<file path="src/hw/tx_dma_defs.vh">
`ifndef TX_DMA_DEFS_VH
`define TX_DMA_DEFS_VH
// Descriptor layout: four 32-bit words, addressed by byte.
`define DESC_WORDS 4
`define DESC_CTRL_OFS 32'h0000_0000
`define DESC_LEN_OFS 32'h0000_0004
`define DESC_BUF1_OFS 32'h0000_0008
`define DESC_LINK_OFS 32'h0000_000c
// Control word fields.
`define DESC_OWN_BIT 31
`define DESC_LAST_BIT 29
`define DESC_CHAIN_BIT 20
// Length word fields: buffer 1 in [12:0], buffer 2 in [28:16].
`define DESC_LEN1_LSB 0
`define DESC_LEN2_LSB 16
`define DESC_LEN_W 13
// Reset values.
`define TX_LIST_BASE_RST 32'h0000_0000
`define TX_GAP_RST 5'h00
`endif

</file>
<file path="src/hw/tx_desc_dma.v">
// Behaviour
// - A transmitter enable input stops new descriptor fetches and buffer reads when low, and lets them proceed when high.
// - The address the engine is reading frame data from is shown on an output.
// - The start address of the descriptor being processed is shown on an output.
// - The list base pointer is written by software and reads back as written, not as the current descriptor.
// - Each descriptor's chain flag selects chained traversal, and zero selects array traversal.
// - In chained mode the next descriptor address is the link word of the current one.
// - In array mode descriptors follow one another at a fixed stride and the link word is a second buffer address.
// - In array mode the next descriptor lies a programmable word gap past the end, zero meaning packed.
// - A fetched descriptor owned by the host suspends the engine without advancing.
// - A poll demand after software hands a descriptor over makes the suspended engine fetch it again.
// - A flush request discards everything held in the transmit FIFO.
// - A flush does not recall words already passed to the transmitter.
`timescale 1ns/100ps
`default_nettype none
`include "tx_dma_defs.vh"
module tx_desc_dma #(
   parameter FIFO_DEPTH_LOG2 = 4,
   parameter GAP_W = 5
) (
   input wire ref_clk_in, // 10 MHz system clock.
   input wire rst_in, // Synchronous reset, active high.
   input wire tx_enable_in, // Transmitter enable.
   input wire list_base_wr_in, // Write strobe for list base.
   input wire [31:0] list_base_in, // List base write data.
   input wire [GAP_W-1:0] descriptor_gap_words_in, // Array gap in words.
   input wire poll_demand_in, // Poll demand strobe.
   input wire flush_in, // FIFO flush strobe.
   output reg [31:0] tx_list_base_ptr_out, // List base readback.
   output reg [31:0] cur_desc_ptr_out, // Current descriptor address.
   output reg [31:0] cur_buf_ptr_out, // Current buffer read address.
   output reg suspended_out, // Engine suspended on host-owned descriptor.
   output reg mem_req_out, // Memory request.
   output reg mem_we_out, // Memory request is a write.
   output reg [31:0] mem_addr_out, // Memory byte address.
   output reg [31:0] mem_wdata_out, // Memory write data.
   input wire mem_ack_in, // Memory request done.
   input wire [31:0] mem_rdata_in, // Memory read data.
   output reg tx_valid_out, // Word to transmitter valid.
   output reg [31:0] tx_data_out, // Word to transmitter.
   output reg tx_last_out, // Last word of frame.
   input wire tx_ready_in // Transmitter takes word.
);
   localparam S_IDLE = 3'h0, S_CTRL = 3'h1, S_LEN = 3'h2, S_BUF = 3'h3;
   localparam S_LINK = 3'h4, S_DATA = 3'h5, S_WB = 3'h6, S_SUSP = 3'h7;
   reg [2:0] st_q;
   reg [31:0] ctrl_q, len_q, buf1_q, link_q;
   reg second_q;
   reg [12:0] left_q;
   reg run_q;
   wire fifo_ready, fifo_valid;
   // The FIFO carries the end-of-frame mark beside each word, so a flush drops both together.
   wire [32:0] fifo_data;
   wire data_ok = (st_q == S_DATA) && mem_req_out && mem_ack_in;
   wire chain = ctrl_q[`DESC_CHAIN_BIT];
   wire [13:0] len2 = {1'b0, len_q[`DESC_LEN2_LSB +: `DESC_LEN_W]};
   wire [31:0] stride = (`DESC_WORDS + {{(32-GAP_W){1'b0}}, descriptor_gap_words_in}) << 2;
   // A word closes the frame when its descriptor is marked last and no buffer of that descriptor remains.
   wire last_word = ctrl_q[`DESC_LAST_BIT] && (left_q <= 13'h0004) && (chain || second_q || len2 == 14'h0000);
   tx_byte_fifo #(.WIDTH(33), .DEPTH_LOG2(FIFO_DEPTH_LOG2)) fifo_u (
      .ref_clk_in(ref_clk_in),
      .rst_in(rst_in),
      .flush_in(flush_in),
      .wr_valid_in(data_ok),
      .wr_ready_out(fifo_ready),
      .wr_data_in({last_word, mem_rdata_in}),
      .rd_valid_out(fifo_valid),
      .rd_ready_in(!tx_valid_out || tx_ready_in),
      .rd_data_out(fifo_data)
   );
   always @(posedge ref_clk_in) begin
      if (rst_in) begin
         tx_valid_out <= 1'b0;
         tx_data_out <= 32'h0000_0000;
         tx_last_out <= 1'b0;
      end else if (!tx_valid_out || tx_ready_in) begin
         tx_valid_out <= fifo_valid;
         tx_data_out <= fifo_data[31:0];
         tx_last_out <= fifo_data[32];
      end
   end
   always @(posedge ref_clk_in) begin
      if (rst_in) begin
         tx_list_base_ptr_out <= `TX_LIST_BASE_RST;
      end else if (list_base_wr_in) begin
         tx_list_base_ptr_out <= list_base_in;
      end
   end
   always @(posedge ref_clk_in) begin
      if (rst_in) begin
         st_q <= S_IDLE;
         run_q <= 1'b0;
         cur_desc_ptr_out <= `TX_LIST_BASE_RST;
         cur_buf_ptr_out <= 32'h0000_0000;
         suspended_out <= 1'b0;
         mem_req_out <= 1'b0;
         mem_we_out <= 1'b0;
         mem_addr_out <= 32'h0000_0000;
         mem_wdata_out <= 32'h0000_0000;
         ctrl_q <= 32'h0000_0000;
         len_q <= 32'h0000_0000;
         buf1_q <= 32'h0000_0000;
         link_q <= 32'h0000_0000;
         second_q <= 1'b0;
         left_q <= 13'h0000;
      end else begin
         if (list_base_wr_in) begin
            run_q <= 1'b0;
            // A busy engine keeps its pointer, since the write-back of the current descriptor still needs it.
            if (st_q == S_IDLE || st_q == S_SUSP) begin
               cur_desc_ptr_out <= list_base_in;
            end
         end
         if (mem_req_out && mem_ack_in) begin
            mem_req_out <= 1'b0;
         end
         case (st_q)
            S_IDLE: begin
               if (tx_enable_in && !list_base_wr_in && !mem_req_out) begin
                  st_q <= S_CTRL;
                  mem_req_out <= 1'b1;
                  mem_we_out <= 1'b0;
                  mem_addr_out <= cur_desc_ptr_out + `DESC_CTRL_OFS;
                  if (!run_q) begin
                     cur_desc_ptr_out <= tx_list_base_ptr_out;
                     mem_addr_out <= tx_list_base_ptr_out + `DESC_CTRL_OFS;
                     run_q <= 1'b1;
                  end
               end
            end
            S_CTRL: if (mem_ack_in) begin
               ctrl_q <= mem_rdata_in;
               if (!mem_rdata_in[`DESC_OWN_BIT]) begin
                  st_q <= S_SUSP;
                  suspended_out <= 1'b1;
               end else begin
                  st_q <= S_LEN;
                  mem_req_out <= 1'b1;
                  mem_addr_out <= cur_desc_ptr_out + `DESC_LEN_OFS;
               end
            end
            S_LEN: if (mem_ack_in) begin
               len_q <= mem_rdata_in;
               st_q <= S_BUF;
               mem_req_out <= 1'b1;
               mem_addr_out <= cur_desc_ptr_out + `DESC_BUF1_OFS;
            end
            S_BUF: if (mem_ack_in) begin
               buf1_q <= mem_rdata_in;
               st_q <= S_LINK;
               mem_req_out <= 1'b1;
               mem_addr_out <= cur_desc_ptr_out + `DESC_LINK_OFS;
            end
            S_LINK: if (mem_ack_in) begin
               link_q <= mem_rdata_in;
               second_q <= 1'b0;
               cur_buf_ptr_out <= buf1_q;
               left_q <= len_q[`DESC_LEN1_LSB +: `DESC_LEN_W];
               st_q <= S_DATA;
            end
            S_DATA: begin
               if (data_ok) begin
                  cur_buf_ptr_out <= cur_buf_ptr_out + 32'h0000_0004;
                  left_q <= (left_q > 13'h0004) ? left_q - 13'h0004 : 13'h0000;
               end else if (!mem_req_out) begin
                  if (left_q != 13'h0000) begin
                     if (tx_enable_in && fifo_ready) begin
                        mem_req_out <= 1'b1;
                        mem_addr_out <= cur_buf_ptr_out;
                     end
                  end else if (!chain && !second_q && len2 != 14'h0000) begin
                     second_q <= 1'b1;
                     cur_buf_ptr_out <= link_q;
                     left_q <= len2[12:0];
                  end else begin
                     st_q <= S_WB;
                     mem_req_out <= 1'b1;
                     mem_we_out <= 1'b1;
                     mem_addr_out <= cur_desc_ptr_out + `DESC_CTRL_OFS;
                     mem_wdata_out <= ctrl_q & ~(32'h0000_0001 << `DESC_OWN_BIT);
                  end
               end
            end
            S_WB: if (mem_ack_in) begin
               mem_we_out <= 1'b0;
               st_q <= S_IDLE;
               if (chain) begin
                  cur_desc_ptr_out <= link_q;
               end else begin
                  cur_desc_ptr_out <= cur_desc_ptr_out + stride;
               end
            end
            S_SUSP: begin
               if (poll_demand_in) begin
                  suspended_out <= 1'b0;
                  st_q <= S_IDLE;
               end
            end
            default: st_q <= S_IDLE;
         endcase
      end
   end
endmodule // tx_desc_dma
`default_nettype wire

</file>
<file path="src/hw/tx_byte_fifo.v">
`timescale 1ns/100ps
`default_nettype none
module tx_byte_fifo #(
   parameter WIDTH = 32,
   parameter DEPTH_LOG2 = 4
) (
   input wire ref_clk_in, // System clock.
   input wire rst_in, // Synchronous reset.
   input wire flush_in, // Discard all held words.
   input wire wr_valid_in, // Write word valid.
   output wire wr_ready_out, // Room for a word.
   input wire [WIDTH-1:0] wr_data_in, // Write word.
   output wire rd_valid_out, // Word available.
   input wire rd_ready_in, // Reader takes word.
   output wire [WIDTH-1:0] rd_data_out // Head word.
);
   localparam DEPTH = 1 << DEPTH_LOG2;
   reg [WIDTH-1:0] mem_q [0:DEPTH-1];
   reg [DEPTH_LOG2:0] wp_q;
   reg [DEPTH_LOG2:0] rp_q;
   wire full = (wp_q[DEPTH_LOG2] != rp_q[DEPTH_LOG2]) &&
               (wp_q[DEPTH_LOG2-1:0] == rp_q[DEPTH_LOG2-1:0]);
   wire empty = (wp_q == rp_q);
   assign wr_ready_out = !full && !flush_in;
   assign rd_valid_out = !empty && !flush_in;
   assign rd_data_out = mem_q[rp_q[DEPTH_LOG2-1:0]];
   always @(posedge ref_clk_in) begin
      if (wr_valid_in && wr_ready_out) begin
         mem_q[wp_q[DEPTH_LOG2-1:0]] <= wr_data_in;
      end
   end
   always @(posedge ref_clk_in) begin
      if (rst_in || flush_in) begin
         wp_q <= {(DEPTH_LOG2+1){1'b0}};
         rp_q <= {(DEPTH_LOG2+1){1'b0}};
      end else begin
         if (wr_valid_in && wr_ready_out) begin
            wp_q <= wp_q + 1'b1;
         end
         if (rd_valid_out && rd_ready_in) begin
            rp_q <= rp_q + 1'b1;
         end
      end
   end
endmodule // tx_byte_fifo
`default_nettype wire

</file>
<file path="config.mk">
export PLATFORM = sky130hd
export DESIGN_NAME = tx_desc_dma
export DESIGN_NICKNAME = d
export VERILOG_FILES = /design/src/hw/tx_desc_dma.v /design/src/hw/tx_byte_fifo.v
export VERILOG_INCLUDE_DIRS = /design/src /design/src/hw
export SDC_FILE = /design/constraint.sdc
export NUM_CORES = 2
export LEC_CHECK = 0
export ABC_CLOCK_PERIOD_IN_PS = 10120
export BUFFER_PORTS_ARGS = -buffer_cell sky130_fd_sc_hd__buf_2
export CORE_MARGIN = 2
export CORE_UTILIZATION = 50
export DETAILED_ROUTE_END_ITERATION = 10
export PLACE_DENSITY = 0.68
export SETUP_SLACK_MARGIN = 0.5
export SLEW_MARGIN = 10
export SYNTH_ARGS = -nofsm -noshare
export SYNTH_HDL_FRONTEND = slang
export SYNTH_HIERARCHICAL = 1
export SYNTH_SLANG_ARGS = --single-unit
</file>
<file path="constraint.sdc">
create_clock -name ref_clk_in -period 10.12 [get_ports ref_clk_in]
set_input_delay 0.506 -clock ref_clk_in [delete_from_list [all_inputs] [get_ports ref_clk_in]]
set_output_delay 0.506 -clock ref_clk_in [all_outputs]
set_load 0.005 [all_outputs]
</file>
Word level (Yosys, flattened, before mapping)
Memory sizes are Yosys's and may differ from the RTL's. A register that Yosys moved wholly into a read port is not among the register bits.
Cells that the tools add are included.
{"block": "classes", "addsub": 9, "magnitude_cmp": 2, "eq_ne": 29, "mux": 78, "bitwise_logic": 4, "n_reduce_logical": 48}
{"op": "32-bit two-way mux", "n": 22}
{"op": "32-bit one-hot mux with 5 select lines", "n": 1}
{"op": "32-bit one-hot mux with 2 select lines", "n": 2}
{"op": "13-bit two-way mux", "n": 6}
{"op": "32-bit by 3-bit adder with 32-bit output, second input constant", "n": 2}
{"op": "32-bit by 4-bit adder with 32-bit output, second input constant", "n": 2}
{"op": "3-bit two-way mux", "n": 12}
{"op": "32-bit by 8-bit adder with 32-bit output", "n": 1}
{"op": "1-bit two-way mux", "n": 29}
{"op": "13-bit one-hot mux with 2 select lines", "n": 1}
{"op": "2-bit inequality test, second input constant", "n": 12}
{"op": "3-bit one-hot mux with 8 select lines", "n": 1}
{"op": "1-bit logical AND", "n": 15}
{"op": "14-bit zero test", "n": 1}
{"op": "14-bit nonzero test", "n": 1}
{"op": "13-bit by 3-bit > comparator with 1-bit output, second input constant", "n": 1}
{"op": "13-bit by 3-bit <= comparator with 1-bit output, second input constant", "n": 1}
{"op": "13-bit nonzero test", "n": 1}
{"op": "13-bit by 3-bit subtractor with 13-bit output, second input constant", "n": 1}
{"op": "3-bit equality test, second input constant", "n": 4}
{"op": "11-bit AND reduction", "n": 1}
{"op": "5-bit by 1-bit adder with 5-bit output, second input constant", "n": 2}
{"op": "10-bit AND reduction", "n": 1}
{"op": "5-bit AND reduction", "n": 2}
{"op": "25 further kinds", "n": 48}
{"block": "totals", "register_bits": 315, "mem_bits_rw": 528, "out_inout_bits": 197, "mem_count": 1}
{"name": "fifo_u.mem_q", "depth": 16, "width": 33, "read_ports": 1, "rd_clocked_by_memory_dff": 1, "wr": 1, "line_no": "tx_byte_fifo.v:18", "source": "reg [WIDTH-1:0] mem_q [0:DEPTH-1];"}

Depth between registers and ports, before layout
{"block": "depth", "ltp_word": 10, "depth_mapped": 13}

Modules after synthesis
Netlist, hierarchy kept.
{"mod": "tx_byte_fifo", "n_inst": 1, "cells_per_inst": 838, "area_each_um2": 20676.1}
{"mod": "tx_desc_dma", "n_inst": 1, "cells_per_inst": 2283, "area_each_um2": 17210.3}

Least setup slack after synthesis
Ideal clock, no wire load.
{"block": "synth_path", "path_type": "input -> register", "from": "input mem_ack_in", "to": "memory fifo_u.mem_q[15][0] (enable)", "setup_time_ps": 438, "arrival_time_ps": 3555, "t_required_ps": 9682, "path_slack_ps": 6128, "cell_stages": 8, "path_buffers": 2, "cell_sequence": "clkbuf_1 -> nand3_1 -> or2_2 -> inv_1 -> clkbuf_1 -> nor2b_1 -> nand3_1 -> a21oi_1"}
{"block": "synth_via", "elab_chain_len": 4}
{"item": "start: declaration", "line_no": "tx_desc_dma.v:37", "source": "input wire mem_ack_in,"}
{"item": "1-bit logical AND", "line_no": "tx_desc_dma.v:54", "source": "wire data_ok = (st_q == S_DATA) && mem_req_out && mem_ack_in;"}
{"item": "net data_ok", "line_no": "tx_desc_dma.v:54"}
{"item": "1-bit logical AND", "line_no": "tx_byte_fifo.v:28", "source": "if (wr_valid_in && wr_ready_out) begin"}
{"item": "1-bit two-way mux", "line_no": "tx_byte_fifo.v:28"}
{"item": "1-bit two-way mux (implied by the code)", "line_no": "tx_byte_fifo.v:29", "source": "mem_q[wp_q[DEPTH_LOG2-1:0]] <= wr_data_in;"}
{"item": "end: declaration", "line_no": "tx_byte_fifo.v:18"}
The timed path passes the listed nets, and every way through them passes these cells.

Worst setup path in the final report
{"block": "layout_path", "from": "register st_q[1]", "to": "memory fifo_u.mem_q[2][30] (enable)"}
{"block": "layout_via", "elab_chain_len": 6}
{"item": "start: declaration", "line_no": "tx_desc_dma.v:46", "source": "reg [2:0] st_q;"}
{"item": "start signal: assignment", "line_no": "tx_desc_dma.v:91", "source": "st_q <= S_IDLE;"}
{"item": "start signal: assignment", "line_no": "tx_desc_dma.v:120", "source": "st_q <= S_CTRL;"}
{"item": "start signal: assignment", "line_no": "tx_desc_dma.v:134", "source": "st_q <= S_SUSP;"}
{"item": "3-bit equality test", "line_no": "tx_desc_dma.v:54"}
{"item": "1-bit logical AND (2 in series)", "line_no": "tx_desc_dma.v:54"}
{"item": "1-bit logical AND", "line_no": "tx_byte_fifo.v:28"}
{"item": "1-bit two-way mux", "line_no": "tx_byte_fifo.v:28"}
{"item": "1-bit two-way mux (implied by the code)", "line_no": "tx_byte_fifo.v:29"}
No other way between the ends.

==> flow_metrics.env <==
export IMPL_outcome="complete, no violations"
export IMPL_yosysUniqueCellTypes=88
export IMPL_power_density_nw_per_um2=212.4
export IMPL_maxSlewViolCount=0
export IMPL_critPathSlowestCell="and3_2"
export IMPL_max_vdd_ir_drop_mv=0.1558
export IMPL_wirelength_um=126000
export IMPL_cp_max_fo=49
export IMPL_cts_sinks=877
export IMPL_cts_tree="built"
export IMPL_setup_viol=0
export IMPL_grt_pass1_vias=27015
export IMPL_worstSkewPairLatency_ns=0.66
export IMPL_layout_common_cells="548 x nand2_1, 528 x edfxtp_1, 344 x dfxtp_1"
export IMPL_required_ns=10.40
export IMPL_fin_worst_skew_ns=0.02471
export IMPL_reg2reg_slack_ns=5.72
export IMPL_syn_area_um2=37890
export IMPL_yosysTopAreaCellShare=0.4185
export IMPL_slew_headroom=0.1700
export IMPL_synth_flop_cell="edfxtp_1"
export IMPL_grt_pass1_wl_um=182600
export IMPL_gp_congestion=0.9901
export IMPL_yosysTopAreaCell="edfxtp_1"
export IMPL_p_leak_nw=14.65
export IMPL_area_growth_pct=13.28
export IMPL_track_usage=0.3183
export IMPL_path_cells="nand2b_1 -> or2_2 -> buf_4 -> inv_1 -> nor2b_1 -> a21boi_1 -> and3_2"
export IMPL_crit_family="simple AND/OR/NAND/NOR gates"
export IMPL_max_stage_delay_ns=1.02
export IMPL_period_minus_slack_ns=4.396
export IMPL_hold_path_startpoint="list_base_in[12]"
export IMPL_crit_arrival_ns=4.68
export IMPL_yosysSeqAreaShare=0.6029
export IMPL_rsz0062_at_grt="no"
export IMPL_avgViaCountPerCell=6.563
export IMPL_max_cap_violations=0
export IMPL_cts_max_level=3
export IMPL_num_io_pins=274
export IMPL_wl_met1_um=50970
export IMPL_die_w_um=279.3
export IMPL_period_share=0.4344
export IMPL_setup_tns_ns=0
export IMPL_synth_seq_cells=877
export IMPL_overflow=0
export IMPL_hold_buffers=0
export IMPL_drtAntennaViolNets=0
export IMPL_cts_root_buf="clkbuf_16"
export IMPL_grt_antenna_before_repair=4
export IMPL_synth_edf_count=528
export IMPL_grt_max_degree=93
export IMPL_final_util=0.5746
export IMPL_worst_pin_slew_ns=1.242
export IMPL_nets=3380
export IMPL_clk_path_buf_depth=3
export IMPL_start_util=0.5072
export IMPL_port_buffers=272
export IMPL_worstSetupPathType="reg -> reg"
export IMPL_synth_area_per_cell_um2=12.14
export IMPL_dr_total_vias=28404
export IMPL_synth_warnings=6
export IMPL_path_buf_inv=2
export IMPL_drc=0
export IMPL_die_area_um2=77990
export IMPL_post_dp_hpwl_um=83110
export IMPL_rr_worst_depth=7
export IMPL_rows=100
export IMPL_fmax_mhz=227.5
export IMPL_hold_path_class="in -> reg"
export IMPL_post_cts_resized=0
export IMPL_dr_pass1_iters=7
export IMPL_detail_route_wl_per_cell_um=29.12
export IMPL_cp_start_kind="flop"
export IMPL_layout_drive_gt1_share=0.2064
export IMPL_die_h_um=279.3
export IMPL_holdWs_ns=0.1209
export IMPL_met3WireLength_um=18110
export IMPL_cts_made_buffers=90
export IMPL_ys_async_sr_fraction=0
export IMPL_p_total_mw=9.115
export IMPL_synth_area_leaders="edfxtp_1 42%, dfxtp_1 18%, mux4_2 9.8%"
export IMPL_clkTransAtPathRegs_ns=0.06
export IMPL_r2r_start="st_q[1]"
export IMPL_hold_viol=0
export IMPL_worstSetupEndpointType="flop"
export IMPL_fp_coreArea_um2=74700
export IMPL_syn_inst=3121
export IMPL_holdPathEnd="tx_list_base_ptr_out[12]"
export IMPL_detail_route_iter0_violations=3747
export IMPL_highest_layer="met5"
export IMPL_r2r_end="fifo_u/mem_q[2][30]"
export IMPL_wl_met2_um=53450
export IMPL_holdPathStages=3
export IMPL_syn_nets=3218
export IMPL_post_cts_setup_buffers=0
export IMPL_final_common_cell="nand2_1"
## state kept, by name, indices dropped and copies added (netlist names), 3 cells and up, named ones only
register,flops
link_q,32
st_q,3
tx_data_out,32
cur_desc_ptr_out,32
buf1_q,32
tx_list_base_ptr_out,32
left_q,13
fifo_u/rp_q,5
len_q,26
fifo_u/mem_q,528
mem_wdata_out,31
mem_addr_out,32
fifo_u/wp_q,5
ctrl_q,31
cur_buf_ptr_out,32
## power breakdown
part | switching (mW) | internal (mW) | total, mW
combinational | 1.02 | 0.486 | 1.50
sequential | 0.256 | 3.92 | 4.18
clock | 1.44 | 1.99 | 3.43
total | 2.71 | 6.40 | 9.11
## cell families (layout without fill, tap and decap cells)
| logic type | count (synthesis) | after routing | synth area share |
|---|---|---|---|
| other cells | 1 | 2 | 0.00009898 |
| flops | 877 | 877 | 0.6029 |
| mux | 246 | 246 | 0.1199 |
| fa+ha+maj | 20 | 20 | 0.007001 |
| buf+inv | 266 | 503 | 0.02985 |
| simple gates | 969 | 969 | 0.1158 |
| compound gates | 707 | 707 | 0.1163 |
| xor+xnor | 35 | 35 | 0.008091 |
## worst min-delay path, stage by stage
cell	delay (ns)
buf_2	0.09
mux2i_1	0.06
nor2_1	0.07
## cell type report
type / count / area, um2
antenna: 1 / 2.502
inverter: 23 / 86.33
timing repair buffer: 313 / 1679
fill: 5853 / 31780
sequential: 877 / 22850
clock buffer: 112 / 2456
tap: 969 / 1212
clock inverter: 55 / 614.3
multi-input combinational: 1978 / 14010
## synth_stat cells (all sizes together), types with 6 or more instances
| library cell | instances |
|---|---|
| o41ai | 13 |
| mux2i | 69 |
| and3 | 32 |
| nand2b | 12 |
| mux2 | 12 |
| nand3b | 7 |
| or3 | 13 |
| dfxtp | 349 |
| nor3 | 44 |
| a31oi | 39 |
| nor4 | 21 |
| a22oi | 23 |
| nor2 | 128 |
| a22o | 16 |
| nor2b | 20 |
| o22ai | 19 |
| mux4 | 165 |
| o311ai | 6 |
| a211oi | 35 |
| o31ai | 22 |
| o211ai | 16 |
| a311oi | 6 |
| a21o | 9 |
| a41oi | 8 |
| ha | 18 |
| a222oi | 15 |
| and4 | 11 |
| buf | 62 |
| edfxtp | 528 |
| or2 | 7 |
| nand2 | 548 |
| clkbuf | 181 |
| o21ai | 102 |
| a21oi | 316 |
| nand4 | 27 |
| xor2 | 20 |
| nand3 | 59 |
| xnor2 | 15 |
| inv | 22 |
| a221oi | 13 |
| and2 | 18 |
## worst max path at each step
stage | endpoint | startpoint | cells after the start | slack [ns]
after global placement | fifo_u/mem_q[0][19] | mem_ack_in | 8 | 5.69
after CTS | fifo_u/mem_q[2][23] | st_q[1] | 7 | 5.89
after detailed placement | fifo_u/mem_q[2][19] | mem_ack_in | 8 | 5.57
final | fifo_u/mem_q[2][30] | st_q[1] | 7 | 5.72
after floorplan | fifo_u/mem_q[15][0] | mem_ack_in | 8 | 6.13
after global routing | fifo_u/mem_q[1][14] | st_q[1] | 7 | 5.52
## per-stage QoR
step | instance area, um2 | instances | worst slack (ns)
6_report | 42920 | 4328 | 5.724
3_5_place_dp | 39840 | 4160 | 5.575
5_1_grt | 42910 | 4327 | 5.517
4_1_cts | 42910 | 4327 | 5.894
3_3_place_gp | 39840 | 4160 | 5.691
2_1_floorplan | 37890 | 3121 | 6.128
## layer usage
metal / GRT usage / vias up
met5: 0 / -
met4: 0.09540 / 2
met3: 0.09874 / 220
met2: 0.4497 / 1919
met1: 0.4704 / 14146
li1: - / 12117
No activity file was read; power rests on OpenSTA's default activity.
